==> src/usrs_pkg.sv <==
package usrs_pkg;
	// Register byte offsets
	localparam logic [7:0] OFS_COMMAND = 8'h00;
	localparam logic [7:0] OFS_IRQ_ON = 8'h08;
	localparam logic [7:0] OFS_IRQ_OFF = 8'h0C;
	localparam logic [7:0] OFS_IRQ_STATE = 8'h10;
	localparam logic [7:0] OFS_CHAN_STATE = 8'h14;
	localparam logic [7:0] OFS_RX_HOLD = 8'h18;
	localparam logic [7:0] OFS_TIMEOUT_VAL = 8'h24;
	localparam logic [7:0] OFS_MODE_CTRL = 8'h60;
	// Reset values
	localparam logic [31:0] RST_IRQ_STATE = 32'h0000_0000;
	localparam logic [31:0] RST_WORD = 32'h0000_0000;
	// Status / mask / receive holding bit positions and field widths
	localparam int B_RX_READY = 0;
	localparam int B_TX_READY = 1;
	localparam int B_BRK = 2;
	localparam int B_OVR = 5;
	localparam int B_FRAME = 6;
	localparam int B_PAR = 7;
	localparam int B_TMO = 8;
	localparam int B_TX_EMPTY = 9;
	localparam int B_REPEAT = 10;
	localparam int B_DMAFULL = 12;
	localparam int B_NAK = 13;
	localparam int B_CHG_LO = 16;
	localparam int B_MAN = 20;
	localparam int B_LEVEL_LO = 20;
	localparam int B_MAN_ALIAS = 24;
	localparam int B_SYNC_KIND = 15;
	localparam int RX_CHAR_W = 9;
	localparam int TIMEOUT_W = 16;
	// Command register bits
	localparam int C_RST_STATUS = 8;
	localparam int C_START_BREAK = 9;
	localparam int C_START_TMO = 11;
	localparam int C_RST_NAK = 14;
	localparam int C_RETRIG_TMO = 15;
	// Mode control bits
	localparam int M_SPI_SLAVE = 0;
	localparam int M_MULTIDROP = 1;
	localparam int M_RX_EN = 2;
	localparam int M_TX_EN = 3;
	// Mask bits that are implemented
	localparam logic [31:0] IRQ_BITS = 32'h011F_37E7;
endpackage : usrs_pkg

==> src/usrs_evt_if.sv <==
`timescale 1ns/100ps
`default_nettype none
interface usrs_evt_if;
	logic [3:0] pins;
	logic [3:0] level;
	logic [3:0] changed;
	logic clr;
	modport src (input pins, clr, output level, changed);
	modport dst (output pins, clr, input level, changed);
endinterface : usrs_evt_if
`default_nettype wire

==> src/usrs_modem.sv <==
`timescale 1ns/100ps
`default_nettype none
module usrs_modem (
	// Clock and reset
	input wire logic pclk,
	input wire logic presetn,
	// Modem lines
	usrs_evt_if.src ev
);
	logic [3:0] level_q;
	logic [3:0] changed_q;
	logic started_q;
	assign ev.level = level_q;
	assign ev.changed = changed_q;
	always_ff @(posedge pclk or negedge presetn) begin
		if (!presetn) begin
			level_q <= 4'h0;
			started_q <= 1'b0;
		end else begin
			level_q <= ev.pins;
			started_q <= 1'b1;
		end
	end
	genvar i;
	generate
		for (i = 0; i < 4; i++) begin : g_chg
			always_ff @(posedge pclk or negedge presetn) begin
				if (!presetn) begin
					changed_q[i] <= 1'b0;
				end else if (started_q && (ev.pins[i] != level_q[i])) begin
					changed_q[i] <= 1'b1;
				end else if (ev.clr) begin
					changed_q[i] <= 1'b0;
				end
			end
		end
	endgenerate
endmodule : usrs_modem
`default_nettype wire

==> src/usrs_status.sv <==
// The implementer's own choice: the APB interface to the registers.
`timescale 1ns/100ps
`default_nettype none
module usrs_status (
	// APB slave
	input wire logic pclk,
	input wire logic presetn,
	input wire logic psel,
	input wire logic penable,
	input wire logic pwrite,
	input wire logic [7:0] paddr,
	input wire logic [31:0] pwdata,
	output logic [31:0] prdata,
	output logic pready,
	output logic pslverr,
	// Modem lines: cts, dcd, dsr, ri
	input wire logic [3:0] modem_pins,
	// Datapath events, one-cycle pulses
	input wire logic rx_char_done,
	input wire logic [usrs_pkg::RX_CHAR_W-1:0] rx_char,
	input wire logic rx_sync_kind,
	input wire logic ev_parity,
	input wire logic ev_mdrop_par_one,
	input wire logic ev_frame,
	input wire logic ev_overrun,
	input wire logic ev_break,
	input wire logic ev_timeout,
	input wire logic ev_max_repeat,
	input wire logic ev_underrun,
	input wire logic ev_nak,
	input wire logic ev_manchester,
	// Datapath levels
	input wire logic dma_buffer_full,
	input wire logic tx_holding_empty,
	input wire logic tx_shift_empty,
	// Command pulses towards the datapath
	output logic start_break_cmd,
	output logic start_timeout_cmd,
	output logic retrigger_timeout_cmd,
	output logic tx_holding_taken,
	// Mode levels towards the datapath
	output logic rx_enable,
	output logic tx_enable,
	output logic [usrs_pkg::TIMEOUT_W-1:0] timeout_value,
	// Interrupt
	output logic irq
);
	import usrs_pkg::*;

	function automatic logic bus_hit(input logic [7:0] a, input logic [7:0] ofs);
		bus_hit = (a == ofs);
	endfunction : bus_hit

	logic acc;
	logic wr;
	logic rd;
	logic [31:0] irq_enable_state_q;
	logic [3:0] mode_q;
	logic [TIMEOUT_W-1:0] timeout_q;
	logic [31:0] prdata_q;
	logic pready_q;
	logic pslverr_q;
	logic irq_q;
	logic start_break_q;
	logic start_to_q;
	logic retrig_to_q;
	logic rx_ready_q;
	logic rx_pending_q;
	logic break_req_q;
	logic [RX_CHAR_W-1:0] rx_char_q;
	logic rx_sync_q;
	logic cmd_wr;
	logic csr_rd;
	logic rhr_rd;
	logic [31:0] on_bits;
	logic [31:0] off_bits;
	logic [31:0] chan_state;
	logic [31:0] rd_mux;
	logic addr_ok;
	logic tx_all_empty;
	logic tx_ready_flag;
	logic timeout_flag;
	logic [7:0] st_set;
	logic [7:0] st_clr;
	logic [7:0] st_flag;
	// Command strobes, valid on the taking edge
	logic reset_status_cmd;
	logic reset_nak_cmd;
	logic break_wr;
	logic start_tmo_wr;
	logic retrig_tmo_wr;

	usrs_evt_if ev ();

	// One-wait slave: access phase completes in its second cycle
	assign acc = psel && penable && !pready_q;
	assign wr = acc && pwrite;
	assign rd = acc && !pwrite;
	assign cmd_wr = wr && bus_hit(paddr, OFS_COMMAND);
	assign csr_rd = rd && bus_hit(paddr, OFS_CHAN_STATE);
	assign rhr_rd = rd && bus_hit(paddr, OFS_RX_HOLD);

	// One strobe per command bit
	assign reset_status_cmd = cmd_wr && pwdata[C_RST_STATUS];
	assign reset_nak_cmd = cmd_wr && pwdata[C_RST_NAK];
	assign break_wr = cmd_wr && pwdata[C_START_BREAK];
	assign start_tmo_wr = cmd_wr && pwdata[C_START_TMO];
	assign retrig_tmo_wr = cmd_wr && pwdata[C_RETRIG_TMO];

	assign on_bits = pwdata | (32'(pwdata[B_MAN_ALIAS]) << B_MAN)
		| (32'(pwdata[B_MAN]) << B_MAN_ALIAS);
	assign off_bits = on_bits;

	// Mask register
	always_ff @(posedge pclk or negedge presetn) begin
		if (!presetn) begin
			irq_enable_state_q <= RST_IRQ_STATE;
		end else if (wr && bus_hit(paddr, OFS_IRQ_ON)) begin
			irq_enable_state_q <= (irq_enable_state_q | on_bits) & IRQ_BITS;
		end else if (wr && bus_hit(paddr, OFS_IRQ_OFF)) begin
			irq_enable_state_q <= irq_enable_state_q & ~off_bits;
		end
	end

	// Mode and time-out value
	always_ff @(posedge pclk or negedge presetn) begin
		if (!presetn) begin
			mode_q <= 4'h0;
			timeout_q <= '0;
		end else begin
			if (wr && bus_hit(paddr, OFS_MODE_CTRL)) begin
				mode_q <= pwdata[3:0];
			end
			if (wr && bus_hit(paddr, OFS_TIMEOUT_VAL)) begin
				timeout_q <= pwdata[TIMEOUT_W-1:0];
			end
		end
	end

	// Command pulses
	always_ff @(posedge pclk or negedge presetn) begin
		if (!presetn) begin
			start_break_q <= 1'b0;
			start_to_q <= 1'b0;
			retrig_to_q <= 1'b0;
		end else begin
			start_break_q <= break_wr;
			start_to_q <= start_tmo_wr;
			retrig_to_q <= retrig_tmo_wr;
		end
	end

	// Modem images and change flags
	assign ev.pins = modem_pins;
	assign ev.clr = csr_rd;
	usrs_modem u_modem (
		.pclk(pclk),
		.presetn(presetn),
		.ev(ev)
	);

	// Sticky flags: 0 man, 1 nak, 2 repeat/underrun, 3 timeout, 4 par, 5 frame, 6 ovr, 7 brk
	always_comb begin
		st_set = 8'h00;
		st_clr = 8'h00;
		st_set[0] = ev_manchester;
		st_set[1] = ev_nak;
		st_clr[1] = reset_nak_cmd;
		st_set[2] = mode_q[M_SPI_SLAVE] ? ev_underrun : ev_max_repeat;
		st_set[3] = ev_timeout && (timeout_q != '0);
		st_clr[3] = start_tmo_wr || retrig_tmo_wr;
		st_set[4] = ev_parity || (mode_q[M_MULTIDROP] && ev_mdrop_par_one);
		st_set[5] = ev_frame;
		st_set[6] = ev_overrun;
		st_set[7] = ev_break;
		if (reset_status_cmd) begin
			st_clr = st_clr | 8'hF5;
		end
	end

	usrs_sticky #(.N(8)) u_sticky (
		.pclk(pclk),
		.presetn(presetn),
		.set(st_set),
		.clr(st_clr),
		.flag(st_flag)
	);
	assign timeout_flag = st_flag[3] && (timeout_q != '0);

	// Break request holds tx flags low until transmitter drains
	always_ff @(posedge pclk or negedge presetn) begin
		if (!presetn) begin
			break_req_q <= 1'b0;
		end else if (break_wr) begin
			break_req_q <= 1'b1;
		end else if (tx_holding_empty && tx_shift_empty) begin
			break_req_q <= 1'b0;
		end
	end

	// tx-empty needs enabled and both empty; break clears
	assign tx_all_empty = mode_q[M_TX_EN] && tx_holding_empty && tx_shift_empty
		&& !break_req_q;
	// tx-ready follows holding empty while enabled and no break is pending
	assign tx_ready_flag = mode_q[M_TX_EN] && tx_holding_empty && !break_req_q;

	// Receive holding register
	always_ff @(posedge pclk or negedge presetn) begin
		if (!presetn) begin
			rx_char_q <= '0;
			rx_sync_q <= 1'b0;
		end else if (rx_char_done) begin
			rx_char_q <= rx_char;
			rx_sync_q <= rx_sync_kind;
		end
	end

	// Receiver ready with pending memory across disable
	always_ff @(posedge pclk or negedge presetn) begin
		if (!presetn) begin
			rx_ready_q <= 1'b0;
			rx_pending_q <= 1'b0;
		end else begin
			// set on character, read clears, set wins
			if (rx_char_done) begin
				rx_pending_q <= 1'b1;
			end else if (rhr_rd) begin
				rx_pending_q <= 1'b0;
			end
			rx_ready_q <= mode_q[M_RX_EN] && (rx_char_done || (rx_pending_q && !rhr_rd));
		end
	end

	always_comb begin
		chan_state = RST_WORD;
		chan_state[B_RX_READY] = rx_ready_q;
		chan_state[B_TX_READY] = tx_ready_flag;
		chan_state[B_BRK] = st_flag[7];
		chan_state[B_OVR] = st_flag[6];
		chan_state[B_FRAME] = st_flag[5];
		chan_state[B_PAR] = st_flag[4];
		chan_state[B_TMO] = timeout_flag;
		chan_state[B_TX_EMPTY] = tx_all_empty;
		chan_state[B_REPEAT] = st_flag[2];
		chan_state[B_DMAFULL] = dma_buffer_full;
		chan_state[B_NAK] = st_flag[1];
		chan_state[B_CHG_LO +: 4] = ev.changed;
		chan_state[B_LEVEL_LO +: 4] = ev.level;
		chan_state[B_MAN_ALIAS] = st_flag[0];
	end

	// Read mux and decode
	always_comb begin
		rd_mux = RST_WORD;
		addr_ok = 1'b1;
		case (paddr)
			OFS_COMMAND: rd_mux = RST_WORD;
			OFS_IRQ_ON: rd_mux = RST_WORD;
			OFS_IRQ_OFF: rd_mux = RST_WORD;
			OFS_IRQ_STATE: rd_mux = irq_enable_state_q;
			OFS_CHAN_STATE: rd_mux = chan_state;
			OFS_RX_HOLD: rd_mux = {16'h0000, rx_sync_q, 6'h00, rx_char_q};
			OFS_TIMEOUT_VAL: rd_mux = {{(32 - TIMEOUT_W){1'b0}}, timeout_q};
			OFS_MODE_CTRL: rd_mux = {28'h000_0000, mode_q};
			default: addr_ok = 1'b0;
		endcase
	end

	// APB answer registers
	always_ff @(posedge pclk or negedge presetn) begin
		if (!presetn) begin
			prdata_q <= RST_WORD;
			pready_q <= 1'b0;
			pslverr_q <= 1'b0;
		end else begin
			pready_q <= psel && penable && !pready_q;
			pslverr_q <= acc && !addr_ok;
			prdata_q <= rd ? rd_mux : RST_WORD;
		end
	end

	// interrupt: flags gated by mask, modem levels excluded
	always_ff @(posedge pclk or negedge presetn) begin
		if (!presetn) begin
			irq_q <= 1'b0;
		end else begin
			irq_q <= |(chan_state & irq_enable_state_q & IRQ_BITS
				& ~(32'h0000_000F << B_LEVEL_LO));
		end
	end

	assign prdata = prdata_q;
	assign pready = pready_q;
	assign pslverr = pslverr_q;
	assign irq = irq_q;
	assign start_break_cmd = start_break_q;
	assign start_timeout_cmd = start_to_q;
	assign retrigger_timeout_cmd = retrig_to_q;
	assign tx_holding_taken = 1'b0;
	assign rx_enable = mode_q[M_RX_EN];
	assign tx_enable = mode_q[M_TX_EN];
	assign timeout_value = timeout_q;
endmodule : usrs_status
`default_nettype wire

==> src/usrs_sticky.sv <==
`timescale 1ns/100ps
`default_nettype none
module usrs_sticky #(
	parameter int N = 8
) (
	// Clock and reset
	input wire logic pclk,
	input wire logic presetn,
	// Set and clear per flag
	input wire logic [N-1:0] set,
	input wire logic [N-1:0] clr,
	output logic [N-1:0] flag
);
	logic [N-1:0] flag_q;
	assign flag = flag_q;
	// Set wins over clear
	always_ff @(posedge pclk or negedge presetn) begin
		if (!presetn) begin
			flag_q <= '0;
		end else begin
			flag_q <= set | (flag_q & ~clr);
		end
	end
endmodule : usrs_sticky
`default_nettype wire
==> config.mk <==
export PLATFORM = sky130hd
export DESIGN_NAME = usrs_status
export DESIGN_NICKNAME = d
export VERILOG_FILES = /design/src/usrs_pkg.sv /design/src/usrs_evt_if.sv /design/src/usrs_modem.sv /design/src/usrs_status.sv /design/src/usrs_sticky.sv
export SDC_FILE = /design/constraint.sdc
export NUM_CORES = 1
export LEC_CHECK = 0
export BUFFER_PORTS_ARGS = -buffer_cell sky130_fd_sc_hd__buf_4
export CAP_MARGIN = 5
export CORE_MARGIN = 5
export CORE_UTILIZATION = 41
export DETAILED_ROUTE_END_ITERATION = 6
export PLACE_DENSITY = 0.63
export SLEW_MARGIN = 25
export SYNTH_ARGS = -nofsm -noshare
export SYNTH_HDL_FRONTEND = slang
export SYNTH_SLANG_ARGS = --single-unit
==> constraint.sdc <==
create_clock -name pclk -period 4.4 [get_ports pclk]
set_clock_uncertainty 0.2 [all_clocks]
set_input_delay 0.44 -clock pclk [delete_from_list [all_inputs] [get_ports pclk]]
set_output_delay 0.44 -clock pclk [all_outputs]
set_load 0.1 [all_outputs]
==> impl_metrics.csv <==
group,metric,value,unit
status,status,"finished, final reports clean",
floorplanning,coreArea,12500,sq um
detailed_routing,wl_met2,6990,um
timing,relSlewSlack,42.4,%
min_path,min_path_type,"in -> reg",
timing,finalSetupViolations,0,
timing,finalSetupTns,0,ns
detailed_routing,via_count,3936,
detailed_routing,dr.pass1.iters,5,
logic_synthesis,synth_top_family_by_area,"simple AND/OR/NAND/NOR gates",
worst_setup_path,cp.required,4.49,ns
detailed_routing,drt-met1-wl,6500,um
clock_tree,insertion_delay,0.41,ns
logic_synthesis,ys_types,53,
worst_setup_path,critPathCaptureType,"flop",
global_routing,grt_max_degree,68,
power_and_ir_drop,leakage,3.38,nW
clock_tree,cts_resized,0,
detailed_routing,antenna_left,0,
logic_synthesis,synth.area.top_cells,"dfrtp_1 (58%), mux2_2 (5.0%), mux2i_1 (3.3%), mux2_4 (2.9%), a22oi_1 (2.8%)",
floorplanning,die_area,14900,sq um
final_layout,area.growth.synth_to_final,34.9,%
logic_synthesis,synth_adder_area_share,0,%
logic_synthesis,syn-cell-area,5140,sq um
final_layout,fin_cells,740,
logic_synthesis,synthFlopType,"dfrtp_1",
worst_setup_path,crit_path_start_kind,"input pin",
detailed_routing,drt_iter0_drc,412,
final_layout,antenna_cells,0,
logic_synthesis,postSynthNetCount,490,
floorplanning,die_w,122,um
timing,hold_violations,0,
logic_synthesis,synth_edf_count,0,
logic_synthesis,synthXorXnorAreaFrac,0.682,%
clock_tree,cts-root-buf,"clkbuf_16",
logic_synthesis,synth-seq-cells,119,
timing,period_needed,2.51,ns
detailed_routing,vias_per_cell,5.32,
placed_design,placed_area,6250,sq um
final_layout,layout-drive-gt1-share,35.4,%
timing,worst_slack,1.89,ns
final_layout,multi_input_area,1990,sq um
floorplanning,start_util,41.2,%
timing,finalCritPeriodShare,57.0,%
placed_design,dp.cells,700,
logic_synthesis,async_flop_share,100,%
timing,rsz0062_at_grt,"false",
logic_synthesis,muxShareOfSynthArea,11.3,%
timing,worst_pin_slew,0.864,ns
logic_synthesis,synth_top_area_share,57.9,%
detailed_routing,route.detailed.drc,0,
placed_design,port_buffers,128,
global_routing,overflow,0,
timing,whs,0.0103,ns
timing,clock.fmax,399,MHz
logic_synthesis,postSynthCellCount,417,
clock_tree,cts_tree,"yes",
floorplanning,ioPinCount,130,
final_layout,design_area,6930,sq um
placed_design,pre_cts_ws,1.51,ns
clock_tree,cts_buffers,17,
logic_synthesis,syn_avg_cell_area,12.3,sq um
logic_synthesis,synth_compound_area_share,13.2,%
floorplanning,row_count,41,
flow_run,drv_cap,0,
global_routing,grt_antenna_before_repair,0,
power_and_ir_drop,ir_drop,0.242,mV
final_layout,nFillCells,1094,
timing,slew_violations,0,
final_layout,seq_area,2980,sq um
clock_tree,cts_buffer_depth,2,
worst_setup_path,worstPathMaxFanout,40,
placed_design,dp.final_hpwl,10800,um
power_and_ir_drop,power.density,395,nW/um^2
global_routing,grt_pass1_vias,4092,
clock_tree,cts_sinks,119,
worst_setup_path,worstSetupPathType,"in -> reg",
logic_synthesis,yosys.area_share.simple,13.4,%
detailed_routing,wl_met3,1060,um
clock_tree,clk_pin_slew,0.05,ns
detailed_routing,routed.top_layer,"met4",
logic_synthesis,yosysWarningCount,0,
floorplanning,die_h,122,um
placed_design,gp_congestion,0.907,
worst_setup_path,worstPathArrival,2.60,ns
logic_synthesis,synth_largest_area_cell,"dfrtp_1",
detailed_routing,wl,14700,um
clock_tree,cts_max_level,4,
global_routing,groute.usage.overall,20.8,%
logic_synthesis,ys_seq_area_share,57.9,%
global_routing,grt_pass1_wl,23100,um
detailed_routing,wl_per_cell,19.9,um
final_layout,layout.nets,628,
==> layer usage <==
metal	global-route usage, %	up-vias
met1	29.2	1981
met2	30.9	147
li1	-	1793
met4	7.00	0
met5	0	-
met3	6.08	15
==> cells by family after synthesis <==
| group | after synthesis |
|---|---|
| DFF | 119 |
| and+or+nand+nor | 118 |
| AOI/OAI and AO/OA | 85 |
| muxes | 50 |
| buffers and inverters | 39 |
| xor gates and xnor gates | 4 |
| other | 2 |
==> synth_stat cells (all sizes together), types with 2 or more instances <==
cell type,instances
nor4,6
a32o,2
nor3,11
a22oi,19
a222oi,4
xor2,4
nor2b,7
nor4b,3
a221o,2
a21o,7
a211oi,4
inv,16
mux2,33
and2,12
o21ai,4
mux2i,17
nand4,5
and4,2
conb,2
buf,7
nand2b,15
nand3,3
a22o,12
and3,6
nand2,31
dfrtp,119
a21boi,15
clkbuf,16
a32oi,5
nor2,12
==> final timing paths <==
kind	start	to	slack, ns	depth (start not counted)
max	paddr[2]	timeout_value[11]	1.89	6
max reg2reg	pready	flop	1.95	5
min in group asynchronous	presetn	rx_char_q[8]	0.49	2
min	ev_manchester	u_sticky.flag[0]	0.01	2
max in group asynchronous	presetn	rx_ready_q	2.63	3
min reg2reg	irq_enable_state_q[29]	prdata[29]	0.27	1
==> worst max-delay path, cell delays in order <==
cell and delay [ns]:
buf_4 0.39, nor4b_4 0.28, buf_4 0.29, and3_1 0.54, nand2_4 0.28, mux2_4 0.36
==> repair_timing <==
| action | 4_1_cts | 5_1_grt |
|---|---|---|
| hold buffers | 8 | 0 |
| buffers inserted | 0 | 0 |
| endpoints found under the hold margin | 72 | 0 |
==> layout make-up <==
type | instances | area share, %
multi-input cells | 259 | 28.7
clock inverters | 8 | 1.73
repair buffers | 142 | 15.7
inverters | 16 | 0.866
clock buffers | 24 | 6.95
well taps | 172 | 3.10
flip-flops and latches | 119 | 42.9
==> cell usage in the layout (no fill, tap or decap), types with 2 or more instances in the layout <==
master,count
buf_4,134
dfrtp_1,119
nand2_1,30
mux2_2,23
a22oi_1,19
mux2i_1,17
clkbuf_16,17
inv_1,16
nand2b_1,15
a21boi_0,15
a22o_1,12
nor2_1,12
and2_1,11
nor3_1,11
mux2_4,10
dlygate4sd3_1,8
a21o_1,7
nor2b_1,7
and3_1,6
nor4_1,5
nand4_1,5
a32oi_1,5
o21ai_0,4
a222oi_1,4
a211oi_1,4
xor2_1,4
clkbuf_1,4
nand3_1,3
bufinv_16,3
clkbuf_8,3
clkinv_2,3
a221o_1,2
nor4b_4,2
and4_1,2
a32o_1,2
conb_1,2
clkinvlp_4,2
==> where the power goes <==
group	internal [mW]	leakage [nW]	total, mW	switching, mW
combinational	0.0873	1.62	0.203	0.116
clock	0.932	0.290	1.40	0.471
sequential	1.12	1.47	1.13	0.0175
total	2.14	3.38	2.74	0.604
==> through the flow <==
stage,util (%),power [mW]
2_1_floorplan,-,1.24
3_3_place_gp,50.2,1.35
3_5_place_dp,50.2,1.35
4_1_cts,55.6,2.76
5_1_grt,55.6,2.83
6_report,55.6,2.74
No activity file was read; power rests on OpenSTA's default activity.
